## config.mk

```make
export PLATFORM = sky130hd
export DESIGN_NAME = qc_top
export DESIGN_NICKNAME = d
export VERILOG_FILES = /design/src/hw/qc_pkg.sv /design/src/hw/qc_chan_if.sv /design/src/hw/qc_top.sv /design/src/hw/qc_chan.sv
export VERILOG_INCLUDE_DIRS = /design/src /design/src/hw
export SDC_FILE = /design/constraint.sdc
export NUM_CORES = 2
export LEC_CHECK = 0
export ABC_CLOCK_PERIOD_IN_PS = 71200
export BUFFER_PORTS_ARGS = -buffer_cell sky130_fd_sc_hd__buf_4
export CAP_MARGIN = 20
export CELL_PAD_IN_SITES_DETAIL_PLACEMENT = 1
export CELL_PAD_IN_SITES_GLOBAL_PLACEMENT = 2
export CORE_MARGIN = 5
export CORE_UTILIZATION = 45
export DETAILED_ROUTE_END_ITERATION = 8
export GPL_ROUTABILITY_DRIVEN = 0
export GPL_TIMING_DRIVEN = 0
export PLACE_DENSITY = 0.9
export SYNTH_ARGS = -nofsm -noshare
export SYNTH_HDL_FRONTEND = slang
export SYNTH_SLANG_ARGS = --single-unit
```

## constraint.sdc

```tcl
create_clock -name mclk -period 71.2 [get_ports mclk]
set_input_delay 7.12 -clock mclk [delete_from_list [all_inputs] [get_ports mclk]]
set_output_delay 7.12 -clock mclk [all_outputs]
set_load 0.005 [all_outputs]
```

## src/hw/qc_defs.svh

```systemverilog
// constants of the quad up/down counter: timing, field layout, offsets
// assumes a 100 MHz mclk; included by bare name from hw/
`ifndef QC_DEFS_SVH
`define QC_DEFS_SVH
`define QC_CLK_NS        10
`define QC_FILT_STEP_NS  100
`define QC_WSTEP_NS      10000
`define QC_MS_NS         1000000
`define QC_FILT_STEP_CYC (`QC_FILT_STEP_NS / `QC_CLK_NS)
`define QC_WSTEP_CYC     (`QC_WSTEP_NS / `QC_CLK_NS)
`define QC_MS_CYC        (`QC_MS_NS / `QC_CLK_NS)
`define QC_CNT_W         24
`define QC_FILT_W        14
`define QC_WID_W         14
`define QC_PER_W         18
`define QC_FILT_MAX      14'h2940
`define QC_WID_MAX       14'h28cd
`define QC_PER_MIN       18'h00001
`define QC_PER_MAX       18'h30d40
`define QC_CH_STRIDE     8'h10
`define QC_OFS_CTRL      4'h0
`define QC_OFS_FILT      4'h4
`define QC_OFS_CMP       4'h8
`define QC_OFS_COUNT     4'hc
`define QC_OFS_TMR_CTRL  8'h40
`define QC_OFS_TMR_PER   8'h44
`define QC_OFS_MWIDTH    8'h48
`define QC_OFS_IRQ_STAT  8'h4c
`define QC_OFS_IRQ_MASK  8'h50
`define QC_OFS_GPIN      8'h54
`define QC_CH_AREA_END   8'h40
`define QC_BIT_SEL_TTL   0
`define QC_BIT_UPDN      1
`define QC_BIT_CLR_EN    2
`define QC_BIT_TMR_EN    0
`define QC_IRQ_TMR_BIT   4
`endif

```

## src/hw/qc_pkg.sv

```systemverilog
// types of the quad up/down counter
// assumes nothing beyond a SystemVerilog compiler
package qc_pkg;
  typedef enum logic [1:0] {
    QC_MODE_QUAD = 2'b01,
    QC_MODE_UPDN = 2'b10
  } qc_mode_type;
endpackage

```

## src/hw/qc_chan_if.sv

```systemverilog
// carrier between the register file and one counter channel
// assumes qc_pkg compiled first
`timescale 1ns/1ps
`default_nettype none
interface qc_chan_if #(
  parameter int CW = 24,
  parameter int FW = 14,
  parameter int WW = 14
);
  logic               a;
  logic               b;
  logic               z;
  logic               tick_f;
  logic               tick_w;
  qc_pkg::qc_mode_type mode;
  logic               clr_en;
  logic [FW-1:0]      filt;
  logic [CW-1:0]      cmp;
  logic [WW-1:0]      width;
  logic               load;
  logic [CW-1:0]      load_val;
  logic [CW-1:0]      count;
  logic               match_ev;
  logic               match_out;
  modport cfg  (output a, b, z, tick_f, tick_w, mode, clr_en, filt, cmp,
                width, load, load_val, input count, match_ev, match_out);
  modport chan (input a, b, z, tick_f, tick_w, mode, clr_en, filt, cmp,
                width, load, load_val, output count, match_ev, match_out);
endinterface
`default_nettype wire

```

## src/hw/qc_top.sv

```systemverilog
// quad 24-bit up/down counter with compare match and interval timer
// assumes a single 100 MHz mclk; pins arrive asynchronously
//
// What this block does
// - four independent 24-bit up/down counters, wrapping at all ones.
// - each counter decodes two-phase A/B inputs, up or down by phase.
// - per channel, software picks line-receiver or logic-level inputs.
// - count equal to compare value raises interrupt and one match pulse.
// - interval timer interrupts periodically, period 1 ms to 200 s.
// - one interrupt line for any channel match or timer expiry.
// - per-channel input filter, 0.1 us to 1056.1 us.
// - match pulse width 0 to 104.45 ms, one setting for all channels.
// - each channel has a readable general-purpose input, either source.
//
// The register addresses and the strobed register port were decided locally.
`include "qc_defs.svh"
`timescale 1ns/1ps
`default_nettype none
module qc_top #(
  parameter int CNT_W     = `QC_CNT_W,
  parameter int N_CH      = 4,
  parameter int MS_CYCLES = `QC_MS_CYC
) (
  input  wire logic        mclk,
  input  wire logic        rst,
  input  wire logic        ce,
  input  wire logic [7:0]  addr,
  input  wire logic [31:0] wdata,
  input  wire logic        wr,
  input  wire logic        rd,
  output logic      [31:0] rdata,
  input  wire logic [3:0]  lr_phase_a,
  input  wire logic [3:0]  lr_phase_b,
  input  wire logic [3:0]  lr_index_clear_input,
  input  wire logic [3:0]  lr_gp_in,
  input  wire logic [3:0]  ttl_phase_a,
  input  wire logic [3:0]  ttl_phase_b,
  input  wire logic [3:0]  ttl_index_clear_input,
  input  wire logic [3:0]  ttl_gp_in,
  output logic      [3:0]  match_out,
  output logic             irq
);
  import qc_pkg::*;

  localparam int FW = `QC_FILT_W;
  localparam int WW = `QC_WID_W;
  localparam int PW = `QC_PER_W;
  localparam int NIRQ = N_CH + 1;

  generate
    if (N_CH != 4) begin : g_bad_nch
      $error("qc_top: register map serves exactly four channels");
    end
    if (CNT_W < 2 || CNT_W > 32) begin : g_bad_cw
      $error("qc_top: counter width must be 2 to 32 bits");
    end
    if (MS_CYCLES < 2) begin : g_bad_ms
      $error("qc_top: millisecond prescale must be at least 2");
    end
  endgenerate

  // pin synchronisers: three stages, a change is believed once 2 and 3 agree
  logic [31:0] pin_raw;
  logic [31:0] s1_q;
  logic [31:0] s2_q;
  logic [31:0] s3_q;
  logic [31:0] pin_q;
  logic [31:0] agree;

  assign pin_raw = {ttl_gp_in, ttl_index_clear_input, ttl_phase_b,
                    ttl_phase_a, lr_gp_in, lr_index_clear_input,
                    lr_phase_b, lr_phase_a};
  assign agree = ~(s2_q ^ s3_q);

  always_ff @(posedge mclk or posedge rst) begin
    if (rst) begin
      s1_q  <= 32'h0;
      s2_q  <= 32'h0;
      s3_q  <= 32'h0;
      pin_q <= 32'h0;
    end else if (ce) begin
      s1_q  <= pin_raw;
      s2_q  <= s1_q;
      s3_q  <= s2_q;
      pin_q <= (s3_q & agree) | (pin_q & ~agree);
    end
  end

  // per-channel settings
  logic [N_CH-1:0] sel_ttl_q;
  logic [N_CH-1:0] updn_q;
  logic [N_CH-1:0] clr_en_q;
  logic [FW-1:0]   filt_q [N_CH];
  logic [CNT_W-1:0] cmp_q [N_CH];
  logic [N_CH-1:0] load;
  logic [CNT_W-1:0] count [N_CH];
  logic [N_CH-1:0] mev;
  logic [N_CH-1:0] mout;
  logic [N_CH-1:0] gpin;

  // global settings
  logic          tmr_en_q;
  logic [PW-1:0] tmr_per_q;
  logic [WW-1:0] mwidth_q;
  logic [NIRQ-1:0] stat_q;
  logic [NIRQ-1:0] mask_q;
  logic [31:0]   rdata_q;

  // register decode
  logic          ch_area;
  logic [1:0]    ch_sel;
  logic [3:0]    ch_ofs;
  logic [FW-1:0] filt_in;
  logic [WW-1:0] wid_in;
  logic [PW-1:0] per_in;

  assign ch_area = (addr < `QC_CH_AREA_END);
  assign ch_sel  = addr[5:4];
  assign ch_ofs  = addr[3:0];

  // filter and width clamp on wdata[15:0], period on all 32 bits, so the hardware never runs off its span
  assign filt_in = (wdata[15:0] > 16'(`QC_FILT_MAX)) ?
                   `QC_FILT_MAX : wdata[FW-1:0];
  assign wid_in  = (wdata[15:0] > 16'(`QC_WID_MAX)) ?
                   `QC_WID_MAX : wdata[WW-1:0];
  assign per_in  = (wdata[31:0] > 32'(`QC_PER_MAX)) ? `QC_PER_MAX :
                   (wdata[31:0] < 32'(`QC_PER_MIN)) ? `QC_PER_MIN :
                   wdata[PW-1:0];

  // each channel's settings touch only that channel
  always_ff @(posedge mclk or posedge rst) begin
    if (rst) begin
      sel_ttl_q <= '0;
      updn_q    <= '0;
      clr_en_q  <= '0;
      for (int i = 0; i < N_CH; i++) begin
        filt_q[i] <= '0;
        cmp_q[i]  <= '0;
      end
    end else if (ce && wr && ch_area) begin
      case (ch_ofs)
        `QC_OFS_CTRL: begin
          sel_ttl_q[ch_sel] <= wdata[`QC_BIT_SEL_TTL];
          updn_q[ch_sel]    <= wdata[`QC_BIT_UPDN];
          clr_en_q[ch_sel]  <= wdata[`QC_BIT_CLR_EN];
        end
        `QC_OFS_FILT: filt_q[ch_sel] <= filt_in;
        `QC_OFS_CMP:  cmp_q[ch_sel]  <= wdata[CNT_W-1:0];
        default: begin
        end
      endcase
    end
  end

  always_comb begin
    load = '0;
    if (wr && ch_area && ch_ofs == `QC_OFS_COUNT) begin
      load[ch_sel] = 1'b1;
    end
  end

  always_ff @(posedge mclk or posedge rst) begin
    if (rst) begin
      tmr_en_q  <= 1'b0;
      tmr_per_q <= `QC_PER_MIN;
      mwidth_q  <= '0;
      mask_q    <= '0;
    end else if (ce && wr) begin
      case (addr)
        `QC_OFS_TMR_CTRL: tmr_en_q  <= wdata[`QC_BIT_TMR_EN];
        `QC_OFS_TMR_PER:  tmr_per_q <= per_in;
        `QC_OFS_MWIDTH:   mwidth_q  <= wid_in;
        `QC_OFS_IRQ_MASK: mask_q    <= wdata[NIRQ-1:0];
        default: begin
        end
      endcase
    end
  end

  // shared tick generators: 0.1 us filter step, 10 us width step
  logic [3:0]  fpre_q;
  logic [9:0]  wpre_q;
  logic        tick_f;
  logic        tick_w;
  localparam logic [3:0] FPRE_LAST = 4'(`QC_FILT_STEP_CYC - 1);
  localparam logic [9:0] WPRE_LAST = 10'(`QC_WSTEP_CYC - 1);

  // prescalers are sized for the default clock; refuse one they cannot count
  generate
    if (`QC_FILT_STEP_CYC < 1 ||
        `QC_FILT_STEP_CYC > 2 ** $bits(fpre_q)) begin : g_bad_fpre
      $error("qc_top: filter step does not fit its prescaler");
    end
    if (`QC_WSTEP_CYC < 1 ||
        `QC_WSTEP_CYC > 2 ** $bits(wpre_q)) begin : g_bad_wpre
      $error("qc_top: width step does not fit its prescaler");
    end
  endgenerate

  assign tick_f = (fpre_q == FPRE_LAST);
  assign tick_w = (wpre_q == WPRE_LAST);

  always_ff @(posedge mclk or posedge rst) begin
    if (rst) begin
      fpre_q <= 4'h0;
      wpre_q <= 10'h000;
    end else if (ce) begin
      fpre_q <= tick_f ? 4'h0 : fpre_q + 4'h1;
      wpre_q <= tick_w ? 10'h000 : wpre_q + 10'h001;
    end
  end

  // interval timer; writing control or period restarts it
  // a restart drops the partial interval, so no early event follows a write
  logic [31:0]   mpre_q;
  logic [PW-1:0] tcnt_q;
  logic          tick_ms;
  logic          tmr_ev;
  logic          tmr_wr;

  assign tick_ms = (mpre_q == 32'(MS_CYCLES - 1));
  assign tmr_ev  = tmr_en_q && tick_ms && (tcnt_q >= tmr_per_q - 1'b1);
  assign tmr_wr  = wr && (addr == `QC_OFS_TMR_CTRL ||
                          addr == `QC_OFS_TMR_PER);

  always_ff @(posedge mclk or posedge rst) begin
    if (rst) begin
      mpre_q <= 32'h0;
      tcnt_q <= '0;
    end else if (ce) begin
      if (tmr_wr || !tmr_en_q) begin
        mpre_q <= 32'h0;
        tcnt_q <= '0;
      end else if (tick_ms) begin
        mpre_q <= 32'h0;
        tcnt_q <= tmr_ev ? '0 : tcnt_q + 1'b1;
      end else begin
        mpre_q <= mpre_q + 32'h1;
      end
    end
  end

  // channels
  genvar g;
  generate
    for (g = 0; g < N_CH; g++) begin : g_ch
      qc_chan_if #(.CW(CNT_W), .FW(FW), .WW(WW)) chi ();
      logic src;
      assign src = sel_ttl_q[g];
      // source choice is per channel, after synchronising both paths
      assign chi.a = src ? pin_q[16+g] : pin_q[g];
      assign chi.b = src ? pin_q[20+g] : pin_q[4+g];
      assign chi.z = src ? pin_q[24+g] : pin_q[8+g];
      assign gpin[g] = src ? pin_q[28+g] : pin_q[12+g];
      assign chi.tick_f   = tick_f;
      assign chi.tick_w   = tick_w;
      assign chi.mode     = updn_q[g] ? QC_MODE_UPDN : QC_MODE_QUAD;
      assign chi.clr_en   = clr_en_q[g];
      assign chi.filt     = filt_q[g];
      assign chi.cmp      = cmp_q[g];
      assign chi.width    = mwidth_q;
      assign chi.load     = load[g] && ce;
      assign chi.load_val = wdata[CNT_W-1:0];
      assign count[g]     = chi.count;
      assign mev[g]       = chi.match_ev;
      assign mout[g]      = chi.match_out;

      qc_chan #(.CW(CNT_W), .FW(FW), .WW(WW)) u_chan (
        .mclk (mclk),
        .rst  (rst),
        .ce   (ce),
        .ch   (chi.chan)
      );
    end
  endgenerate

  // sticky status; a new event beats a clear in the same cycle
  logic [NIRQ-1:0] ev;
  logic [NIRQ-1:0] w1c;

  assign ev  = {tmr_ev, mev};
  assign w1c = (wr && addr == `QC_OFS_IRQ_STAT) ? wdata[NIRQ-1:0] : '0;

  always_ff @(posedge mclk or posedge rst) begin
    if (rst) begin
      stat_q <= '0;
    end else if (ce) begin
      stat_q <= (stat_q & ~w1c) | ev;
    end
  end

  // mask is read before its own write lands, so masking lags one cycle
  always_ff @(posedge mclk or posedge rst) begin
    if (rst) begin
      irq <= 1'b0;
    end else if (ce) begin
      irq <= |(((stat_q & ~w1c) | ev) & mask_q);
    end
  end

  assign match_out = mout;

  // read data stands only in the cycle after the strobe
  logic [31:0] rmux;

  always_comb begin
    rmux = 32'h0;
    if (ch_area) begin
      case (ch_ofs)
        `QC_OFS_CTRL: begin
          rmux[`QC_BIT_SEL_TTL] = sel_ttl_q[ch_sel];
          rmux[`QC_BIT_UPDN]    = updn_q[ch_sel];
          rmux[`QC_BIT_CLR_EN]  = clr_en_q[ch_sel];
        end
        `QC_OFS_FILT:  rmux[FW-1:0]    = filt_q[ch_sel];
        `QC_OFS_CMP:   rmux[CNT_W-1:0] = cmp_q[ch_sel];
        `QC_OFS_COUNT: rmux[CNT_W-1:0] = count[ch_sel];
        default:       rmux = 32'h0;
      endcase
    end else begin
      case (addr)
        `QC_OFS_TMR_CTRL: rmux[`QC_BIT_TMR_EN] = tmr_en_q;
        `QC_OFS_TMR_PER:  rmux[PW-1:0]   = tmr_per_q;
        `QC_OFS_MWIDTH:   rmux[WW-1:0]   = mwidth_q;
        `QC_OFS_IRQ_STAT: rmux[NIRQ-1:0] = stat_q;
        `QC_OFS_IRQ_MASK: rmux[NIRQ-1:0] = mask_q;
        `QC_OFS_GPIN:     rmux[N_CH-1:0] = gpin;
        default:          rmux = 32'h0;
      endcase
    end
  end

  always_ff @(posedge mclk or posedge rst) begin
    if (rst) begin
      rdata_q <= 32'h0;
    end else if (ce) begin
      rdata_q <= rd ? rmux : 32'h0;
    end
  end

  assign rdata = rdata_q;
endmodule
`default_nettype wire

```

## src/hw/qc_chan.sv

```systemverilog
// one counter channel: input filter, decoder, counter, compare, match pulse
// assumes inputs already synchronised to mclk, ticks one cycle long
`timescale 1ns/1ps
`default_nettype none
module qc_chan #(
  parameter int CW = 24,
  parameter int FW = 14,
  parameter int WW = 14
) (
  input wire logic mclk,
  input wire logic rst,
  input wire logic ce,
  qc_chan_if.chan  ch
);
  import qc_pkg::*;
  logic [2:0]    raw;
  logic [2:0]    flt_q;
  logic [2:0]    prv_q;
  logic [FW-1:0] fcnt_q [3];
  logic [CW-1:0] count_q;
  logic          eq_q;
  logic [WW-1:0] wcnt_q;
  logic          mout_q;
  logic          mev_q;
  logic          up;
  logic          dn;
  logic          eq;

  assign raw = {ch.z, ch.b, ch.a};

  // a level must hold for filt+1 filter ticks before it is believed
  always_ff @(posedge mclk or posedge rst) begin
    if (rst) begin
      flt_q <= 3'h0;
      for (int i = 0; i < 3; i++) fcnt_q[i] <= '0;
    end else if (ce) begin
      for (int i = 0; i < 3; i++) begin
        if (raw[i] == flt_q[i]) begin
          fcnt_q[i] <= '0;
        end else if (ch.tick_f) begin
          if (fcnt_q[i] >= ch.filt) begin
            flt_q[i]  <= raw[i];
            fcnt_q[i] <= '0;
          end else begin
            fcnt_q[i] <= fcnt_q[i] + 1'b1;
          end
        end
      end
    end
  end

  always_ff @(posedge mclk or posedge rst) begin
    if (rst) begin
      prv_q <= 3'h0;
    end else if (ce) begin
      prv_q <= flt_q;
    end
  end

  // x4 decode; a double step is a fault and is dropped
  always_comb begin
    up = 1'b0;
    dn = 1'b0;
    case (ch.mode)
      QC_MODE_QUAD: begin
        if ((flt_q[0] ^ prv_q[0]) != (flt_q[1] ^ prv_q[1])) begin
          up = flt_q[0] ^ prv_q[1];
          dn = ~(flt_q[0] ^ prv_q[1]);
        end
      end
      QC_MODE_UPDN: begin
        up = flt_q[0] & ~prv_q[0];
        dn = flt_q[1] & ~prv_q[1];
      end
      default: begin
        up = 1'b0;
        dn = 1'b0;
      end
    endcase
  end

  // wraps modulo 2**CW; up and down together cancel
  always_ff @(posedge mclk or posedge rst) begin
    if (rst) begin
      count_q <= '0;
    end else if (ce) begin
      if (ch.load) begin
        count_q <= ch.load_val;
      end else if (ch.clr_en && flt_q[2] && !prv_q[2]) begin
        count_q <= '0;
      end else if (up && !dn) begin
        count_q <= count_q + 1'b1;
      end else if (dn && !up) begin
        count_q <= count_q - 1'b1;
      end
    end
  end

  assign eq = (count_q == ch.cmp);

  // only the arrival at the compare value counts, not dwelling on it
  always_ff @(posedge mclk or posedge rst) begin
    if (rst) begin
      eq_q   <= 1'b1;
      mev_q  <= 1'b0;
      wcnt_q <= '0;
      mout_q <= 1'b0;
    end else if (ce) begin
      eq_q  <= eq;
      mev_q <= eq && !eq_q;
      if (mev_q) begin
        wcnt_q <= ch.width;
        mout_q <= (ch.width != '0);
      end else if (ch.tick_w && wcnt_q != '0) begin
        wcnt_q <= wcnt_q - 1'b1;
        mout_q <= (wcnt_q != {{(WW-1){1'b0}}, 1'b1});
      end
    end
  end

  assign ch.count     = count_q;
  assign ch.match_ev  = mev_q;
  assign ch.match_out = mout_q;
endmodule
`default_nettype wire

```

Word level (Yosys, flattened, before mapping)
Index checks and enable logic that the tools add are counted. Widths: inputs -> output; s select.

Register bits: 788. Input bits: 77. Output and inout port bits: 37. Word-level logic and storage cells: 502.

Add/sub/neg operators: 29. Magnitude comparators: 22. Equality and inequality tests: 44. Mux-type cells: 153. Bitwise gates (word level): 55. Reductions and logical operators: 125.

Operators by type and width (number): $mux 14 (49); $mux 24 (22); $add 14x1->14 const B (12); $ge 14x14->1 (12); $add 24x1->24 const B (4); $bmux 24 s2 (2); $bwmux 96 (1); $eq 24x24->1 (4); $mux 32 (3); $sub 24x1->24 const B (4); $mux 18 (5); $reduce_bool 14->1 (5); $and 32x32->32 (2); $not 32->32 (2); $bwmux 56 (1); $ne 14x1->1 const B (4); $reduce_and 2->1 (28); $sub 14x1->14 const B (4); $demux 24 s2 (1); $eq 8x7->1 const B (6); $reduce_and 4->1 (12); $logic_and 1x1->1 (38); $mux 1 (36); $reduce_bool 2->1 (17); 53 further kinds (154).

Depth between registers and ports, before layout
Depth after elaboration: 10. Gate-level depth with buffers: 18. Depth with buffers taken out: 17.

Hierarchy
A second synthesis with hierarchy kept.

Cell total of the unflattened synthesis: 5206. Area total of the unflattened synthesis: 49030.8 um^2.

Modules (own cells, without submodules): qc_chan (g_ch[0].u_chan ...) (instances 3, cells each 844, area an instance 7118.1 um^2, sequential area each 2228.4 um^2); qc_top (instances 1, cells each 1813, area an instance 20478.4 um^2, sequential area each 10611.4 um^2); qc_chan (g_ch[1].u_chan) (instances 1, cells each 861, area an instance 7198.2 um^2, sequential area each 2228.4 um^2).

Least setup slack after synthesis
Ideal clock, no wire load.

Path type: input to register. Start point: input port addr[7]. End point: register g_ch[2].u_chan.count_q[23]. Setup time: 0.128 ns. Data arrival time: 8.960 ns. Required time: 71.072 ns. Path slack: 62.112 ns. Stages on the path: 11. Buffers on the path: 1. Path through: nor2_1 -> nand3_1 -> nor2_1 -> and2_1 -> buf_2 -> a31o_2 -> o21ai_1 -> a31o_2 -> a221o_1 -> a21oi_1 -> o21ai_0.

Word-level cells in the longest chain between the ends: 7. Elaborated cells between the ends (all ways): 8. Classes of those cells: order compare: 1; mux: 2; reduce/logical: 5.

RTL lines: start, declared (line qc_top.sv:27) `input wire logic [7:0] addr,`; $lt 8x7->1 (no source line) *; $logic_and 1x1->1 * (line qc_top.sv:157) `` if (wr && ch_area && ch_ofs == `QC_OFS_COUNT) begin ``; $logic_and 1x1->1 (no source line) *; $mux 4 * (line qc_top.sv:157); $logic_and 1x1->1 * (line qc_top.sv:262) `assign chi.load = load[g] && ce;`; $reduce_bool 4->1 (no source line); $reduce_and 2->1 (no source line); end signal, assigned (line qc_chan.sv:88) `count_q <= ch.load_val;`; end signal, assigned (line qc_chan.sv:92) `count_q <= count_q + 1'b1;`; end signal, assigned (line qc_chan.sv:94) `count_q <= count_q - 1'b1;`; end, declared (line qc_chan.sv:20) `logic [CW-1:0] count_q;`.

Every way passes the cells marked *; elsewhere a longest branch is shown, timed or not. A chain may end at the register's enable or synchronous reset.

==> summary.txt <==
Worst setup path
  • Setup CP Type: in2reg
  • Endpoint class of the critical path: flip-flop
  • Worst Path Required: 71.75 ns
  • CP bufs+invs: 8
  • Crit path max-delay family: buffers and inverters
  • Slowest-stage cell, CP: clkbuf_1
  • Cell Chain, Critical Path: buf_4 -> buf_2 -> clkbuf_1 -> buf_16 -> clkbuf_1 -> clkbuf_1 -> buf_6 -> buf_1 -> o21ai_0 -> nand2_1 -> o41ai_1
  • Crit-path max FO: 10
  • Worst EP arrival: 11.16 ns
  • Most prevalent standard cell on the critical path: clkbuf_1
  • Critical Path Source Type: input pin
  • Largest stage delay, worst path: 0.84 ns

STA
  • Setup WS post-layout: 60.59 ns
  • Fin. Hold Viols: 0
  • Final Max Slew Viols: 0
  • Final setup violation count: 0
  • Tcrit/Tclk final: 14.90%
  • Tightest Pin Transition: 1.310 ns
  • RSZ-0062 raised after global routing: false
  • Max_slew headroom: 12.66%
  • Total Neg Setup Slack: 0 ns
  • F_max: 94.26 MHz
  • Clock skew: 0.04256 ns
  • Tmin final: 10.61 ns

Placed design
  • Final HPWL from detailed placement: 133.5 mm
  • Setup WS pre-CTS: 60.05 ns
  • Port buffer count: 92
  • DP Area: 50080 um^2
  • Post-Place Cells: 6474

Power
  • Switch Pwr: 0.9484 mW
  • Power share of the clock group: 22.5%
  • Sequential share of power: 27.3%
  • Pleak: 23.63 nW
  • Net Sw Frac: 43.16%
  • Logic pwr share: 50.2%
  • Internal power: 1.249 mW
  • Peak VDD IR: 0.02712 mV
  • Power Density: 41.23 nW/um^2

Detailed routing
  • Initial DRC count: 3792
  • DRC errors left: 0
  • Drt first pass iters: 7
  • Post-route ant nets: 0
  • Final wirelength: 176.1 mm
  • Vias per std cell: 6.271
  • Wire per inst: 26.48 um
  • DR vias: 41710

CTS
  • H-tree levels: 3
  • Latest clock arrival within the worst-skew pair: 0.71 ns
  • Clock Tree Root: clkbuf_16
  • Clock buffer depth: 3
  • CTS clock-pin slew for the worst setup and hold paths: 0.06 ns
  • Hold Buf Count CTS: 0
  • TritonCTS Buffers: 90
  • Num Clock Sinks: 780
  • TritonCTS clock tree: yes
  • Setup bufs post-CTS: 0
  • Post-CTS sizing: 0

Floorplanning
  • Starting Density: 45.43%
  • Core area: 103900 um^2
  • Cell Rows: 118
  • Die X: 333.9 um
  • Die area: 111500 um^2
  • Ports: 114
  • Vert. Die Dim: 333.9 um

Synthesis
  • Seq/Total Area, Yosys: 41.35%
  • Main synth FF type: dfrtp_1
  • Yosys top cell by area: dfrtp_1
  • Synthesized instance count: 4972
  • Avg Cell Area, Syn: 9.497 um^2
  • Syn. warnings: 0
  • Dominant cells by area after synthesis: dfrtp_1 (41%), ha_1 (8.1%), o21ai_0 (5.8%), mux2_2 (4.1%), nand2_1 (3.9%)
  • Synthesized area: 47220 um^2
  • Flops & latches, synth: 780
  • Number of synthesized flops with an enable pin: 0
  • Async SR Flop Fraction: 100.0%
  • Post-synth top area share: 41.07%
  • Synth unique cells: 92

Cells and area
  • Area delta synth->final: 12.86%
  • Area of the multi-input gates: 25980 um^2
  • Post-Layout Cell Count: 6652
  • FILL cells: 11790
  • Nets: 5580
  • Finished Cell Area: 53290 um^2
  • Fraction of layout cells with a size suffix above 1: 11.14%
  • Post-layout util: 51.27%
  • Reg area: 19530 um^2

Global route
  • Largest net degree at the start of global routing: 124
  • Antenna violations before repair: 15
  • Vias in the first global route: 42270
  • Global Route Usage Sum: 30.78%
  • GRT overflow: 0
  • Global-route wire length before repair: 266.3 mm

Min path
  • Worst min path class: reg2reg

Job
  • Max_cap viols: 0

Status
  • Status: finished, final reports clean
[flip-flops by register name, summed over array words and instances (netlist names), 10 cells and up, named ones only]
name and count:
g_ch.u_chan.ch.count 96, tcnt_q 18, wpre_q 10, g_ch.u_chan.wcnt_q 56, g_ch.u_chan.flt_q 12, mpre_q 32, g_ch.u_chan.fcnt_q 168, s2_q 32
s1_q 32, tmr_per_q 18, s3_q 32, g_ch.chi.cmp 96, g_ch.u_chan.prv_q 12, g_ch.chi.width 14, rdata 24, g_ch.chi.filt 56
[cell usage in the layout, fill, tap and decap left out, types with 50 or more instances in the layout]
cell type,instances
o21ai_0,545
nand3_1,144
and3_1,50
mux4_2,65
mux2_2,170
nand2_1,491
xnor2_1,157
nor4_1,51
inv_1,213
a22oi_1,105
a21o_1,103
nor3_1,117
xor2_1,172
a21oi_1,277
clkbuf_1,186
buf_4,108
dfrtp_1,775
clkbuf_16,91
nor2_1,328
ha_1,306
nand2b_1,54
nand4_1,65
[cells in the mapped netlist (all sizes together), types with 8 or more instances]
cell type and count:
o21ai 565, o211ai 14, mux4 65, o22ai 9
nand2 492, buf 59, a22oi 105, a21oi 279
nand3 144, a211oi 27, nor2 331, mux2 170
mux2i 42, a32oi 9, o31ai 30, or2 12
clkbuf 170, o2bb2ai 26, nand2b 54, ha 306
a31oi 34, a211o 10, or3 40, a21o 103
o221ai 8, nor3 117, dfrtp 775, o21bai 11
nor3b 16, nor4 53, a221oi 11, and3 50
a222oi 10, xnor2 157, nor2b 26, nor4b 8
and2 22, o21a 28, xor2 172, a21boi 8
inv 214, a22o 36, nand4 65
[worst register-to-register path: stages, from the launching register on]
cell and delay [ns]:
dfrtp_1 0.48, ha_1 0.35, xor2_1 0.21, nand2_1 0.07, o21ai_0 0.99, inv_1 0.79, ha_1 0.60, a2111oi_0 0.41
o21ai_1 0.21, a221oi_2 0.35, nor3_1 0.11, nor3_1 0.23, nand2b_1 0.22, o21ai_1 0.13, xnor2_1 0.21, o21ai_0 0.13
a221o_1 0.31
[cells by family after synthesis]
group,synth area share [%]
other,0.007942
multiplexers,8.045
AND/OR/NAND/NOR,14.42
XOR/XNOR,6.102
buffers and inverters,3.678
AO/OA/AOI/OAI,18.12
flip-flops,41.35
adder cells (fa/ha/maj),8.278
[final cells by class]
type	count	area share [%]
multi-input cells	3756	48.76
flip-flops and latches	780	36.64
clock buffers	130	4.961
well taps	1380	3.240
repair buffers	122	2.191
plain buffers	229	1.752
inverters	214	1.521
clock inverters	36	0.9133
diodes	5	0.02348
[per-layer routing]
| metal | global-route usage (%) | share of wire (%) |
|---|---|---|
| met5 | 0 | 0.034 |
| met1 | 42.32 | 42 |
| met4 | 13.10 | 4.8 |
| met3 | 6.619 | 8.6 |
| met2 | 47.33 | 44 |
[worst paths after layout]
path / start / to / slack, ns / cells after the start
setup / recovery: ce / mpre_q[12]$_DFFE_PP0P_ / 60.59 / 11
hold / removal: g_ch[0].u_chan.wcnt_q[11]$_DFFE_PP0P_ / g_ch[0].u_chan.wcnt_q[11]$_DFFE_PP0P_ / 0.47 / 2
setup reg to reg: g_ch[1].u_chan.flt_q[0]$_DFFE_PP0P_ / g_ch[1].u_chan.ch.count[23]$_DFFE_PP0P_ / 65.29 / 16
hold reg to reg: g_ch[0].u_chan.wcnt_q[11]$_DFFE_PP0P_ / g_ch[0].u_chan.wcnt_q[11]$_DFFE_PP0P_ / 0.47 / 2
max in group asynchronous: rst / g_ch[2].u_chan.fcnt_q[40]$_DFFE_PP0P_ / 62.84 / 5
min in group asynchronous: rst / g_ch[3].u_chan.wcnt_q[5]$_DFFE_PP0P_ / 6.33 / 2
[power groups by stage]
stage                     clock (mW)  sequential (mW)  combinational, mW
after detailed placement           0            0.600               1.07
after floorplan                    0            0.556              0.826
after global routing           0.520            0.601               1.22
after global placement             0            0.596               1.03
after CTS                      0.501            0.593               1.09
final                          0.495            0.600               1.10
[stage by stage]
stage | hold slack [ns] | power, mW
2_1_floorplan | 0.4412 | 1.382
3_3_place_gp | 0.4572 | 1.630
3_5_place_dp | 0.4658 | 1.672
4_1_cts | 0.4751 | 2.182
5_1_grt | 0.4907 | 2.336
6_report | 0.4740 | 2.197
No activity file was read; power rests on OpenSTA's default activity.
